File: config.mk
export PLATFORM = sky130hd
export DESIGN_NAME = sli_irq_flags
export DESIGN_NICKNAME = d
export VERILOG_FILES = /design/src/rtl/sli_unused.sv /design/src/rtl/sli_pkg.sv /design/src/rtl/sli_cmp_if.sv /design/src/rtl/sli_irq_flags.sv /design/src/rtl/sli_cfg_compare.sv
export VERILOG_INCLUDE_DIRS = /design/src /design/src/rtl
export SDC_FILE = /design/constraint.sdc
export NUM_CORES = 1
export LEC_CHECK = 0
export BUFFER_PORTS_ARGS = -buffer_cell sky130_fd_sc_hd__buf_2
export CORE_UTILIZATION = 39
export DETAILED_ROUTE_END_ITERATION = 8
export GPL_ROUTABILITY_DRIVEN = 0
export SLEW_MARGIN = 30
export SYNTH_ARGS = -nofsm -noshare
export SYNTH_HDL_FRONTEND = slang
export SYNTH_SLANG_ARGS = --single-unit
File: constraint.sdc
create_clock -name clock_i -period 10.15 [get_ports clock_i]
set_input_delay 0.5075 -clock clock_i [delete_from_list [all_inputs] [get_ports clock_i]]
set_output_delay 0.5075 -clock clock_i [all_outputs]
set_load 0.02 [all_outputs]
File: src/rtl/sli_params.svh
// Purpose: Offsets, bit positions, reset values and sizes of the link interrupt flag block.
// Assumes: Register addresses are the 12-bit internal addresses of the configuration port.
// Notes: Definitions only.
// Functional notes
// - Configuration mismatch is checked on lane 0 only; other lanes never affect it.
// - Received alignment configuration is compared against programmed bytes 0x450 to 0x45D.
// - Any differing compared value sets bit 0 of the second status register.
// - Every alignment byte is compared, checksum included; checksum difference alone suffices.
// - First status register bits 7..0 hold disparity through code group sync flags.
// - Good checksum compares transmitted checksum with checksum computed from received data.
// - Good checksum ignores the programmed checksum byte at 0x45D entirely.
`ifndef SLI_PARAMS_SVH
`define SLI_PARAMS_SVH

`define SLI_OFS_EN_B      12'h4B9
`define SLI_OFS_STAT_A    12'h4BA
`define SLI_OFS_STAT_B    12'h4BB
`define SLI_OFS_CFG_FIRST 12'h450
`define SLI_OFS_CFG_LAST  12'h45D

`define SLI_CFG_BYTES     14
`define SLI_CKS_IDX       13

`define SLI_BIT_DISP       7
`define SLI_BIT_NOT_TBL    6
`define SLI_BIT_UNEXP_K    5
`define SLI_BIT_DESKEW     4
`define SLI_BIT_LANE_SYNC  3
`define SLI_BIT_GOOD_CKS   2
`define SLI_BIT_FRAME_SYNC 1
`define SLI_BIT_CG_SYNC    0
`define SLI_BIT_MISMATCH   0

`define SLI_RST_EN_B      8'h00
`define SLI_RST_STAT_A    8'h00
`define SLI_RST_STAT_B    8'h00
`define SLI_RST_CFG       8'h00
`define SLI_RST_RDATA     8'h00

`endif

File: src/rtl/sli_unused.sv
// Purpose: Reserved for block-level helpers; it holds no logic.
// Assumes: Nothing.
// Notes: The block is built from the other files alone.

File: src/rtl/sli_pkg.sv
// Purpose: Types shared by the link interrupt flag block.
// Assumes: sli_params.svh gives the configuration byte count.
// Notes: Byte 13 of a configuration is the checksum.
`include "sli_params.svh"
package sli_pkg;
    typedef logic [7:0] sli_byte_t;
    typedef sli_byte_t [`SLI_CFG_BYTES-1:0] sli_cfg_t;
endpackage : sli_pkg

File: src/rtl/sli_cmp_if.sv
// Purpose: Carries configurations to the comparator and its verdicts back.
// Assumes: Pure combinational use.
// Notes: None.
`timescale 1ns/1ps
interface sli_cmp_if;
    sli_pkg::sli_cfg_t rx_cfg;
    sli_pkg::sli_cfg_t prog_cfg;
    logic              cfg_diff;
    logic              cks_good;
    modport src (output rx_cfg, output prog_cfg, input cfg_diff, input cks_good);
    modport cmp (input rx_cfg, input prog_cfg, output cfg_diff, output cks_good);
endinterface : sli_cmp_if

File: src/rtl/sli_irq_flags.sv
// Purpose: Link interrupt enable and status registers with configuration mismatch check.
// Assumes: Link events and alignment data come from logic on clock_i.
// Notes: Status bits clear by writing one; a same-cycle event wins.
`timescale 1ns/1ps
`include "sli_params.svh"
module sli_irq_flags #(
    parameter int LANES  = 8,
    parameter int LANE_W = 3
) (
    input  wire logic              clock_i,
    input  wire logic              rst_i,
    input  wire logic [11:0]       reg_addr_i,
    input  wire logic              reg_wr_i,
    input  wire logic              reg_rd_i,
    input  wire logic [7:0]        reg_wdata_i,
    output logic      [7:0]        reg_rdata_o,
    input  wire logic [7:0]        link_evt_i,
    input  wire logic [7:0]        irq_en_a_i,
    input  wire logic              ilas_valid_i,
    input  wire logic [LANE_W-1:0] ilas_lane_i,
    input  wire sli_pkg::sli_cfg_t ilas_cfg_i,
    output logic                   irq_o
);
    // Refuses a lane count that the lane number cannot address.
    if (LANES < 1 || LANES > (1 << LANE_W)) begin : g_bad_lanes
        $error("LANES does not fit LANE_W.");
    end

    sli_pkg::sli_cfg_t prog_cfg_r;
    logic [7:0]        en_b_r;
    logic [7:0]        stat_a_r;
    logic [7:0]        stat_b_r;
    logic [7:0]        stat_a_nxt;
    logic [7:0]        stat_b_nxt;
    logic [7:0]        rdata_nxt;

    sli_cmp_if cmp_if ();
    sli_cfg_compare u_cmp (
        .cmp_if (cmp_if.cmp)
    );
    assign cmp_if.rx_cfg   = ilas_cfg_i;
    assign cmp_if.prog_cfg = prog_cfg_r;

    wire        sel_en_b = (reg_addr_i == `SLI_OFS_EN_B);
    wire        sel_st_a = (reg_addr_i == `SLI_OFS_STAT_A);
    wire        sel_st_b = (reg_addr_i == `SLI_OFS_STAT_B);
    wire        sel_cfg  = (reg_addr_i >= `SLI_OFS_CFG_FIRST) &&
                           (reg_addr_i <= `SLI_OFS_CFG_LAST);
    wire [11:0] cfg_ofs  = reg_addr_i - `SLI_OFS_CFG_FIRST;
    wire [3:0]  cfg_idx  = cfg_ofs[3:0];

    // Mismatch is judged on lane 0 only.
    wire lane0_ilas = ilas_valid_i && (ilas_lane_i == '0);
    wire set_mism   = lane0_ilas && cmp_if.cfg_diff;
    wire set_cks    = ilas_valid_i && cmp_if.cks_good;

    wire [7:0] set_a  = {link_evt_i[7:3], set_cks, link_evt_i[1:0]};
    wire [7:0] clr_a  = (reg_wr_i && sel_st_a) ? reg_wdata_i : 8'h00;
    wire [7:0] clr_b  = (reg_wr_i && sel_st_b) ? {7'h00, reg_wdata_i[0]} : 8'h00;
    wire [7:0] set_b  = {7'h00, set_mism};

    assign stat_a_nxt = (stat_a_r & ~clr_a) | set_a;
    assign stat_b_nxt = (stat_b_r & ~clr_b) | set_b;

    assign rdata_nxt = sel_en_b ? en_b_r :
                       sel_st_a ? stat_a_r :
                       sel_st_b ? stat_b_r :
                       sel_cfg  ? prog_cfg_r[cfg_idx] :
                       8'h00;

    // Enables share bit positions with the flags.
    wire irq_nxt = |(stat_a_r & irq_en_a_i) | |(stat_b_r & en_b_r);

    always_ff @(posedge clock_i or posedge rst_i) begin
        if (rst_i) begin
            stat_a_r <= `SLI_RST_STAT_A;
            stat_b_r <= `SLI_RST_STAT_B;
            irq_o    <= 1'b0;
        end else begin
            stat_a_r <= stat_a_nxt;
            stat_b_r <= stat_b_nxt;
            irq_o    <= irq_nxt;
        end
    end

    always_ff @(posedge clock_i or posedge rst_i) begin
        if (rst_i) begin
            en_b_r      <= `SLI_RST_EN_B;
            reg_rdata_o <= `SLI_RST_RDATA;
        end else begin
            if (reg_wr_i && sel_en_b) begin
                en_b_r <= {7'h00, reg_wdata_i[0]};
            end
            if (reg_rd_i) begin
                reg_rdata_o <= rdata_nxt;
            end
        end
    end

    always_ff @(posedge clock_i or posedge rst_i) begin
        if (rst_i) begin
            for (int i = 0; i < `SLI_CFG_BYTES; i++) begin
                prog_cfg_r[i] <= `SLI_RST_CFG;
            end
        end else if (reg_wr_i && sel_cfg) begin
            prog_cfg_r[cfg_idx] <= reg_wdata_i;
        end
    end

    property p_lane0_only;
        @(posedge clock_i) disable iff (rst_i)
        $rose(stat_b_r[`SLI_BIT_MISMATCH]) |-> $past(lane0_ilas);
    endproperty
    a_lane0_only: assert property (p_lane0_only)
        else $error("Mismatch set without lane 0 data.");

    property p_cmp_prog;
        @(posedge clock_i) disable iff (rst_i)
        (ilas_valid_i && ilas_lane_i == '0 && ilas_cfg_i != prog_cfg_r)
            |=> stat_b_r[`SLI_BIT_MISMATCH];
    endproperty
    a_cmp_prog: assert property (p_cmp_prog)
        else $error("Differing config not flagged.");

    property p_mism_hold;
        @(posedge clock_i) disable iff (rst_i)
        (stat_b_r[`SLI_BIT_MISMATCH] && !(reg_wr_i && sel_st_b && reg_wdata_i[0]))
            |=> stat_b_r[`SLI_BIT_MISMATCH];
    endproperty
    a_mism_hold: assert property (p_mism_hold)
        else $error("Mismatch flag lost.");

    property p_cks_byte;
        @(posedge clock_i) disable iff (rst_i)
        (lane0_ilas && ilas_cfg_i[`SLI_CKS_IDX] != prog_cfg_r[`SLI_CKS_IDX])
            |=> stat_b_r[`SLI_BIT_MISMATCH];
    endproperty
    a_cks_byte: assert property (p_cks_byte)
        else $error("Checksum difference not flagged.");

    property p_evt_flags;
        @(posedge clock_i) disable iff (rst_i)
        (link_evt_i[`SLI_BIT_DISP] || link_evt_i[`SLI_BIT_CG_SYNC])
            |=> (stat_a_r[`SLI_BIT_DISP] || !$past(link_evt_i[`SLI_BIT_DISP]))
                && (stat_a_r[`SLI_BIT_CG_SYNC] || !$past(link_evt_i[`SLI_BIT_CG_SYNC]));
    endproperty
    a_evt_flags: assert property (p_evt_flags)
        else $error("Link event not latched.");

    property p_cks_set;
        @(posedge clock_i) disable iff (rst_i)
        (ilas_valid_i && cmp_if.cks_good) |=> stat_a_r[`SLI_BIT_GOOD_CKS];
    endproperty
    a_cks_set: assert property (p_cks_set)
        else $error("Good checksum not flagged.");

    property p_cks_src;
        @(posedge clock_i) disable iff (rst_i)
        $rose(stat_a_r[`SLI_BIT_GOOD_CKS]) |-> $past(set_cks);
    endproperty
    a_cks_src: assert property (p_cks_src)
        else $error("Checksum flag from wrong source.");

    property p_irq;
        @(posedge clock_i) disable iff (rst_i)
        ((|(stat_a_r & irq_en_a_i)) || (stat_b_r[0] && en_b_r[0])) |=> irq_o;
    endproperty
    a_irq: assert property (p_irq)
        else $error("Interrupt not raised.");

    property p_irq_low;
        @(posedge clock_i) disable iff (rst_i)
        !((|(stat_a_r & irq_en_a_i))
          || (stat_b_r[`SLI_BIT_MISMATCH] && en_b_r[`SLI_BIT_MISMATCH]))
            |=> !irq_o;
    endproperty
    a_irq_low: assert property (p_irq_low)
        else $error("Interrupt raised without an enabled flag.");

    // A written one clears a flag unless its event repeats in that cycle.
    property p_set_wins;
        @(posedge clock_i) disable iff (rst_i)
        (link_evt_i[`SLI_BIT_DISP] && reg_wr_i && sel_st_a)
            |=> stat_a_r[`SLI_BIT_DISP];
    endproperty
    a_set_wins: assert property (p_set_wins)
        else $error("Clear beat a same-cycle event.");

    property p_clr_a;
        @(posedge clock_i) disable iff (rst_i)
        (reg_wr_i && sel_st_a && reg_wdata_i[`SLI_BIT_LANE_SYNC]
         && !link_evt_i[`SLI_BIT_LANE_SYNC])
            |=> !stat_a_r[`SLI_BIT_LANE_SYNC];
    endproperty
    a_clr_a: assert property (p_clr_a)
        else $error("Lane sync flag not cleared.");

    property p_fs_set;
        @(posedge clock_i) disable iff (rst_i)
        link_evt_i[`SLI_BIT_FRAME_SYNC] |=> stat_a_r[`SLI_BIT_FRAME_SYNC];
    endproperty
    a_fs_set: assert property (p_fs_set)
        else $error("Frame sync event not latched.");

    property p_mism_lane;
        @(posedge clock_i) disable iff (rst_i)
        (!stat_b_r[`SLI_BIT_MISMATCH] && !(ilas_valid_i && ilas_lane_i == '0))
            |=> !stat_b_r[`SLI_BIT_MISMATCH];
    endproperty
    a_mism_lane: assert property (p_mism_lane)
        else $error("Mismatch set by another lane.");

    property p_cfg_write;
        @(posedge clock_i) disable iff (rst_i)
        (reg_wr_i && reg_addr_i == `SLI_OFS_CFG_LAST)
            |=> (prog_cfg_r[`SLI_CKS_IDX] == $past(reg_wdata_i));
    endproperty
    a_cfg_write: assert property (p_cfg_write)
        else $error("Programmed checksum byte not stored.");

    // The programmed checksum byte never holds back the good checksum flag.
    property p_cks_prog;
        @(posedge clock_i) disable iff (rst_i)
        (ilas_valid_i && cmp_if.cks_good
         && ilas_cfg_i[`SLI_CKS_IDX] != prog_cfg_r[`SLI_CKS_IDX])
            |=> stat_a_r[`SLI_BIT_GOOD_CKS];
    endproperty
    a_cks_prog: assert property (p_cks_prog)
        else $error("Programmed checksum blocked the good checksum flag.");

    property p_cks_idle;
        @(posedge clock_i) disable iff (rst_i)
        (!ilas_valid_i && !stat_a_r[`SLI_BIT_GOOD_CKS])
            |=> !stat_a_r[`SLI_BIT_GOOD_CKS];
    endproperty
    a_cks_idle: assert property (p_cks_idle)
        else $error("Good checksum flag set without alignment data.");
endmodule : sli_irq_flags

File: src/rtl/sli_cfg_compare.sv
// Purpose: Compares received and programmed alignment data and checks the received checksum.
// Assumes: Checksum is the modulo-256 sum of bytes 0 to 12.
// Notes: Combinational.
`timescale 1ns/1ps
`include "sli_params.svh"
module sli_cfg_compare (
    sli_cmp_if.cmp cmp_if
);
    logic [7:0] sum;

    always_comb begin
        sum = 8'h00;
        for (int i = 0; i < `SLI_CKS_IDX; i++) begin
            sum = sum + cmp_if.rx_cfg[i];
        end
    end

    // Only transmitted bytes feed the checksum check.
    assign cmp_if.cks_good = (sum == cmp_if.rx_cfg[`SLI_CKS_IDX]);
    // All bytes, checksum included, take part.
    assign cmp_if.cfg_diff = (cmp_if.rx_cfg != cmp_if.prog_cfg);
endmodule : sli_cfg_compare

==> flow_summary.json, run 1 <==
{
  "status": "complete, no violations",
  "fin_crit_sh_pct": 49.8,
  "ir_worst_vdd_uv": 173,
  "drtPass1Iterations": 5,
  "use_met1_pct": 38.0,
  "synth_edf_count": 0,
  "final_nets": 1182,
  "wl_per_cell_um": 24.6,
  "worstPathMaxFanout": 2,
  "synth_commonest_cells": "dfrtp_1 (131), mux2_2 (113), xnor2_1 (85)",
  "initial_core_util_pct": 40.1,
  "totalWireLength_mm": 31.5,
  "crit_path_start": "ilas_cfg_i[74]",
  "synth_nets": 1023,
  "cts_root_buf": "clkbuf_16",
  "cts_tree": "yes",
  "fin_crit_ps": 5050,
  "synth_ff_type": "dfrtp_1",
  "grt_usage_pct": 26.5,
  "p_leak_nw": 5.28,
  "synth_top_area_share_pct": 34.4,
  "total_power_w": 0.00231,
  "htree_levels": 4,
  "syn2layout_area_growth_pct": 19.0,
  "cts_hold_buffers": 0,
  "r2r-start": "cmp_if.prog_cfg[22]$_DFFE_PP0P_",
  "grt_antenna_before_repair": 1,
  "io_pins": 165,
  "synth_cells": 787,
  "maxCapViolations": 0,
  "gr-usage-met2_pct": 40.8,
  "clock_latency_ps": 420,
  "drv_slew": 0,
  "avgSynthCellArea_um2": 12.1,
  "synth_largest_area_cell": "dfrtp_1",
  "worstPathArrival_ps": 5410,
  "gr-total-overflow": 0,
  "antennaDiodeCount": 0,
  "grt_max_degree": 75,
  "tightestPinTransition_ps": 816,
  "worstHoldPathType": "in2async",
  "drc_errors": 0,
  "async_reset_ff_share_pct": 100,
  "crit_type": "in2reg",
  "die_w_um": 158,
  "relSlewSlack_pct": 45.6,
  "r2r_end": "stat_b_r[0]$_DFF_PP0_",
  "synth_adder_area_share_pct": 15.9,
  "rows": 56,
  "io_buffers": 163,
  "first_iter_violations": 537,
  "netlist_area_mm2": 0.00953,
  "cp-endpoint": "stat_a_r[2]$_DFF_PP0_",
  "core_mm2": 0.0238,
  "cts_buffer_depth": 2,
  "met3_usage_pct": 5.23,
  "cts_setup_buffers": 0,
  "clk_pin_slew_worst_paths_ps": 60,
  "synth_cell_type_count": 50,
  "finClkSkew_ps": 5.21,
  "synth_xor_area_share_pct": 13.4,
  "cts_sinks": 131,
  "synth-simple-area-share_pct": 7.47,
  "synth_compound_area_share_pct": 4.45,
  "ant_nets": 0,
  "drive_gt1_share_pct": 36.9,
  "synth_mux_area_share_pct": 19.9,
  "cts-resized-gates": 0,
  "synth_area_leaders": "dfrtp_1 (34%), fa_1 (14%), mux2_2 (13%)",
  "rr_worst_depth": 6,
  "required_ps": 10510,
  "first_global_vias": 7059,
  "ys_ff_latch": 131,
  "vias": 6969,
  "final.setup.tns_ps": 0,
  "rsz0062_at_grt": "false",
  "synth_most_common_cell": "dfrtp_1",
  "setup_viol": 0,
  "hold_viol_final": 0,
  "crit_path_start_kind": "input pin",
  "place_hpwl_mm": 25.0,
  "critPathCaptureType": "register",
  "grt_pass1_wl_mm": 45.8,
  "grt_busiest_layer": "met2",
  "fp.dieH_um": 158,
  "p_per_area_mw_per_mm2": 204,
  "yosysWarnings": 0,
  "yosysSeqAreaShare_pct": 34.4,
  "fmax_ghz": 0.198,
  "die_area_mm2": 0.0251,
  "synth_top_family_by_area": "multiplexers",
  "vias_per_cell": 5.45,
  "cts_made_buffers": 17,
  "rrSetupSlack_ps": 7580
}
-- stage by stage --
stage	worst slack, ps	instances	util, %	cell area (um^2)	hold slack [ps]
2_1_floorplan	5690	787	-	9530	472
3_3_place_gp	4610	1245	44.8	10600	499
3_5_place_dp	4590	1245	44.8	10600	496
4_1_cts	5020	1277	47.7	11300	246
5_1_grt	4880	1278	47.8	11300	247
6_report	5100	1278	47.8	11300	225
-- layer usage --
| layer | routed length (um) | part of all wire, % |
|---|---|---|
| met2 | 14500 | 46 |
| met4 | 630 | 2.0 |
| met5 | 0 | 0 |
| met1 | 13700 | 44 |
| met3 | 2580 | 8.2 |
-- cells by family (layout without fill, tap and decap cells) --
logic type / count (synthesis) / in the layout
multiplexers: 145 / 145
XOR/XNOR: 144 / 144
flip-flops: 131 / 131
AND/OR/NAND/NOR: 112 / 112
buffers and inverters: 109 / 281
adder cells (fa/ha/maj): 80 / 80
AO/OA/AOI/OAI: 66 / 66
-- how the worst min path moves through the flow --
stage,slack [ps],from,to,cells after the start
after floorplan,470,stat_a_r[0]$_DFF_PP0_,stat_a_r[0]$_DFF_PP0_,1
after global placement,500,stat_a_r[3]$_DFF_PP0_,stat_a_r[3]$_DFF_PP0_,1
after detailed placement,500,stat_a_r[1]$_DFF_PP0_,stat_a_r[1]$_DFF_PP0_,1
after CTS,250,rst_i,cmp_if.prog_cfg[79]$_DFFE_PP0P_,2
after global routing,250,link_evt_i[3],stat_a_r[3]$_DFF_PP0_,2
final,230,rst_i,cmp_if.prog_cfg[15]$_DFFE_PP0P_,2
-- area by class of cell --
class	count	area [um^2]
clock buffers	25	536
clock inverters	7	140
fillers	2215	12400
inverters	83	314
multi-input cells	547	5820
flip-flops and latches	131	3280
well taps	319	399
repair buffers	166	855
-- state kept, by name, summed over array words and instances, names as in the netlist --
name,cells
irq_o,1
stat_b_r,1
stat_a_r,8
cmp_if.prog_cfg,112
en_b_r,1
reg_rdata_o,8
-- power by group --
part | internal, W | switching (W)
logic | 0.000506 | 0.000577
clock network | 0.000464 | 0.000236
registers | 0.000527 | 0.00000410
-- cell usage in the layout (no fill, tap or decap), types with 18 or more instances in the layout --
cell type | synthesis | final
nor4_1 | 18 | 18
xnor2_1 | 85 | 85
fa_1 | 69 | 69
xor2_1 | 58 | 58
nand4_1 | 20 | 20
nand2_1 | 36 | 36
a21oi_1 | 18 | 18
dfrtp_1 | 131 | 131
inv_1 | 82 | 81
mux2_2 | 113 | 113
mux4_2 | 24 | 24
buf_2 | 9 | 163
-- critical path, cell delays in order --
cell     delay, ps
buf_2          100
inv_1           50
fa_1           680
fa_1           480
fa_1           500
fa_1           560
fa_1           410
inv_1           60
ha_1           160
inv_1           70
fa_1           480
xnor2_1        140
nor3_1         190
nand4_1        140
nor3_1         620
a22o_1         250
Power figures use the tool's default switching activity.
==> run 2, diff against run 1 <==
- clock period: 10.15 -> 4.3 ns (I/O delays scaled with it)
==> flow_summary.json, run 2 (synthesis results as in run 1) <==
{
  "cts_setup_buffers": 0,
  "cts_sinks": 131,
  "drive_gt1_share_pct": 42.1,
  "wl_per_cell_um": 23.3,
  "largest_reg_flops": 112,
  "hold_viol_final": 0,
  "gr-total-overflow": 0,
  "critPathCaptureType": "register",
  "final_nets": 1279,
  "cts_buffer_depth": 2,
  "worstPathMaxFanout": 2,
  "status": "complete, no violations",
  "fin_crit_ps": 4150,
  "tightestPinTransition_ps": 725,
  "io_pins": 165,
  "cts_root_buf": "clkbuf_16",
  "crit_type": "in2reg",
  "final_common_cell": "buf_2",
  "relSlewSlack_pct": 51.5,
  "drtPass1Iterations": 5,
  "htree_levels": 4,
  "grt_pass1_wl_mm": 47.3,
  "fin_cells": 1376,
  "dp.cells": 1334,
  "cts_tree": "yes",
  "vias": 7309,
  "grt_max_degree": 68,
  "die_area_mm2": 0.0251,
  "crit_path_start_kind": "input pin",
  "worstPathArrival_ps": 4460,
  "first_iter_violations": 501,
  "total_power_w": 0.00563,
  "finClkSkew_ps": 7.94,
  "clock_latency_ps": 430,
  "final_core_util_pct": 50.8,
  "clk_pin_slew_worst_paths_ps": 60,
  "grt_usage_pct": 26.9,
  "fp.dieH_um": 158,
  "place_hpwl_mm": 25.7,
  "cts_made_buffers": 17,
  "first_global_vias": 7418,
  "fmax_ghz": 0.241,
  "ant_nets": 0,
  "syn2layout_area_growth_pct": 26.6,
  "grt_antenna_before_repair": 0,
  "rows": 56,
  "totalWireLength_mm": 32.0,
  "ir_worst_vdd_uv": 652,
  "worstHoldPathType": "in2reg",
  "setup_viol": 0,
  "core_mm2": 0.0238,
  "most-common-layout-cells": "buf_2 (162), dfrtp_1 (131), mux2_2 (113)",
  "maxCapViolations": 0,
  "io_buffers": 163,
  "required_ps": 4620,
  "drv_slew": 0,
  "die_w_um": 158,
  "rsz0062_at_grt": "false",
  "initial_core_util_pct": 40.1,
  "p_per_area_mw_per_mm2": 466,
  "drc_errors": 0,
  "fin_crit_sh_pct": 96.4,
  "p_leak_nw": 5.72,
  "vias_per_cell": 5.31
}
-- run 2: worst paths after layout --
check / cells past startpoint / from / to / slack [ps]
min in group asynchronous: 3 / rst_i / cmp_if.prog_cfg[94]$_DFFE_PP0P_ / 420
max in group asynchronous: 4 / rst_i / cmp_if.prog_cfg[16]$_DFFE_PP0P_ / 3070
max reg2reg: 6 / cmp_if.prog_cfg[29]$_DFFE_PP0P_ / stat_b_r[0]$_DFF_PP0_ / 1790
max: 15 / ilas_cfg_i[30] / stat_a_r[2]$_DFF_PP0_ / 150
min reg2reg: 1 / stat_a_r[1]$_DFF_PP0_ / stat_a_r[1]$_DFF_PP0_ / 520
min: 3 / irq_en_a_i[4] / irq_o$_DFF_PP0_ / 30
-- run 2: area by class of cell --
class / count / area [um^2]
Fill cell: 2169 / 11700
Multi-Input combinational cell: 547 / 5840
Sequential cell: 131 / 3280
Timing Repair Buffer: 263 / 1600
Clock buffer: 17 / 425
Tap cell: 319 / 399
Inverter: 83 / 317
Clock inverter: 15 / 205
Antenna cell: 1 / 2.50
-- run 2: metrics by stage --
| stage | setup slack [ps] | instance area (um^2) | hold slack, ps | TNS (ps) |
|---|---|---|---|---|
| after floorplan | 129 | 9530 | 307 | 0 |
| after global placement | -375 | 11300 | 394 | -375 |
| after detailed placement | -406 | 11300 | 401 | -406 |
| after CTS | 35.7 | 12000 | 14.4 | 0 |
| after global routing | 7.99 | 12100 | 32.7 | 0 |
| final | 155 | 12100 | 30.4 | 0 |
-- run 2: power by group --
group	internal, W	leakage, nW	switching, W
Combinational	0.00145	3.64	0.00135
Clock	0.000975	0.300	0.000601
Sequential	0.00124	1.78	0.0000177
Total	0.00366	5.72	0.00197
-- run 2: timing repair --
action / CTS / global route
resized for setup: 0 / 3
endpoints found under the setup margin: 0 / 1
hold buffers: 9 / 0
hold endpoints to repair: 30 / 0
-- run 2: worst max-delay path, cell delays in order --
cell     delay [ps]
buf_2           110
fa_1            570
inv_1            70
fa_1            570
fa_1            450
fa_1            530
fa_1            440
xnor2_1         140
buf_4           130
xnor2_1         120
xnor2_1         250
xnor2_2         190
buf_4           160
xnor3_1         280
a22o_1          240
-- run 2: per-layer routing --
| layer | routed length (um) | global-route usage, % | vias up |
|---|---|---|---|
| li1 | - | - | 3221 |
| met5 | 0 | 0 | - |
| met1 | 14000 | 37.3 | 3741 |
| met4 | 834 | 7.78 | 0 |
| met2 | 14700 | 42.2 | 299 |
| met3 | 2480 | 5.99 | 48 |
==> run 3, diff against run 2 <==
- BUFFER_PORTS_ARGS: -buffer_cell sky130_fd_sc_hd__buf_2 -> -buffer_cell sky130_fd_sc_hd__buf_4
==> flow_summary.json, run 3 (synthesis results as in run 1) <==
{
  "status": "complete, no violations",
  "dp.cells": 1330,
  "power.switching_w": 0.00196,
  "tightestPinTransition_ps": 839,
  "io_pins": 165,
  "worstPathArrival_ps": 4410,
  "wl_per_cell_um": 23.7,
  "syn2layout_area_growth_pct": 30.7,
  "fin_crit_sh_pct": 95.3,
  "cts_made_buffers": 17,
  "crit_path_start": "ilas_cfg_i[54]",
  "rows": 56,
  "fin_crit_ps": 4100,
  "initial_core_util_pct": 40.1,
  "register_area_mm2": 0.00328,
  "rrSetupSlack_ps": 1800,
  "hold_depth": 3,
  "seqPwrFrac_pct": 22.1,
  "fin_ws_ps": 200,
  "cts_sinks": 131,
  "clock_latency_ps": 430,
  "finClkSkew_ps": 6.69,
  "fin_cells": 1370,
  "p_clk_share_pct": 28.8,
  "cts_setup_buffers": 0,
  "setup_viol": 0,
  "largest_reg_flops": 112,
  "final_common_cell": "buf_4",
  "fillers": 2110,
  "drc_errors": 0,
  "multiInputGateArea_mm2": 0.00584,
  "p_int_w": 0.00376,
  "ir_worst_vdd_uv": 532,
  "maxCapViolations": 0,
  "vias_per_cell": 5.30,
  "critPathCaptureType": "register",
  "grt_pass1_wl_mm": 47.6,
  "ant_nets": 0,
  "place_hpwl_mm": 25.7,
  "final_nets": 1274,
  "hold_viol_final": 0,
  "io_buffers": 163,
  "worstPathMaxFanout": 2,
  "final_core_util_pct": 52.5,
  "grt_max_degree": 69,
  "drv_slew": 0,
  "die_area_mm2": 0.0251,
  "p_per_area_mw_per_mm2": 459,
  "crit_path_start_kind": "input pin",
  "grt_usage_pct": 27.4,
  "p_leak_nw": 5.85,
  "drive_gt1_share_pct": 41.9,
  "crit_type": "in2reg",
  "p_comb_share_pct": 49.1,
  "rr_worst_depth": 6,
  "worstHoldPathType": "in2reg",
  "final.setup.tns_ps": 0,
  "totalWireLength_mm": 32.4,
  "vias": 7256,
  "cts_tree": "yes",
  "hold_ws_ps": 36.7,
  "grt_antenna_before_repair": 0,
  "place_worst_setup_slack_ps": -383,
  "die_w_um": 158,
  "rsz0062_at_grt": "false",
  "required_ps": 4610,
  "switching_share_pct": 34.2,
  "core_mm2": 0.0238,
  "r2r-start": "cmp_if.prog_cfg[104]$_DFFE_PP0P_",
  "drtPass1Iterations": 7,
  "htree_levels": 4,
  "fp.dieH_um": 158,
  "relSlewSlack_pct": 44.0,
  "cts_buffer_depth": 2,
  "holdCritStartpoint": "irq_en_a_i[1]",
  "first_iter_violations": 673,
  "cts_root_buf": "clkbuf_16",
  "antennaDiodeCount": 0,
  "clk_pin_slew_worst_paths_ps": 60,
  "r2r_end": "stat_b_r[0]$_DFF_PP0_",
  "worstHoldEndpoint": "irq_o$_DFF_PP0_",
  "fmax_ghz": 0.244,
  "gr-total-overflow": 0,
  "first_global_vias": 7384,
  "most-common-layout-cells": "buf_4 (249), dfrtp_1 (131), mux2_2 (113)"
}
[run 3: area by class of cell]
cell class / instances / area share (%)
clock buffers: 20 / 3.67
multi-input cells: 547 / 46.9
clock inverters: 12 / 1.62
repair buffers: 258 / 15.8
flip-flops and latches: 131 / 26.3
inverters: 83 / 2.54
well taps: 319 / 3.20
[run 3: per-layer routing]
| layer | GRT usage [%] | part of all wire, % |
|---|---|---|
| met1 | 38.9 | 44 |
| met2 | 42.3 | 46 |
| met3 | 5.17 | 6.9 |
| met4 | 8.61 | 2.9 |
| met5 | 0 | 0 |
[run 3: power by group through the flow]
| stage | clock network [W] | logic, W | registers, W |
|---|---|---|---|
| after global placement | 0 | 0.00272 | 0.00128 |
| final | 0.00165 | 0.00281 | 0.00126 |
| after floorplan | 0 | 0.00188 | 0.00127 |
| after detailed placement | 0 | 0.00276 | 0.00128 |
| after CTS | 0.00166 | 0.00277 | 0.00126 |
| after global routing | 0.00172 | 0.00315 | 0.00126 |
[run 3: timing repair]
| item | CTS | global route |
|---|---|---|
| resized for setup | 0 | 3 |
| endpoints found under the hold margin | 7 | 67 |
| hold buffers | 7 | 1 |
| setup endpoints to repair | 0 | 1 |
[run 3: critical path, stage by stage]
cell and delay (ps):
buf_4 120, fa_1 530, inv_1 50, fa_1 490, fa_1 530, fa_1 540
fa_1 450, xnor2_1 140, buf_4 130, xnor2_1 120, xnor2_1 240, xnor2_2 170
buf_4 160, xnor3_1 290, a22o_1 230
[run 3: worst max-delay path by stage]
stage | endpoint | slack (ps) | depth (start not counted)
floorplan | stat_a_r[2]$_DFF_PP0_ | 130 | 15
global placement | stat_a_r[2]$_DFF_PP0_ | -380 | 16
detailed placement | stat_a_r[2]$_DFF_PP0_ | -380 | 16
CTS | stat_a_r[2]$_DFF_PP0_ | 60 | 16
global route | stat_a_r[2]$_DFF_PP0_ | 40 | 15
finish | stat_a_r[2]$_DFF_PP0_ | 200 | 15
[run 3: per-stage QoR]
stage	cell area [um^2]	power [W]
floorplan	9530	0.00316
global placement	11700	0.00401
detailed placement	11700	0.00404
CTS	12400	0.00569
global route	12500	0.00613
finish	12500	0.00572
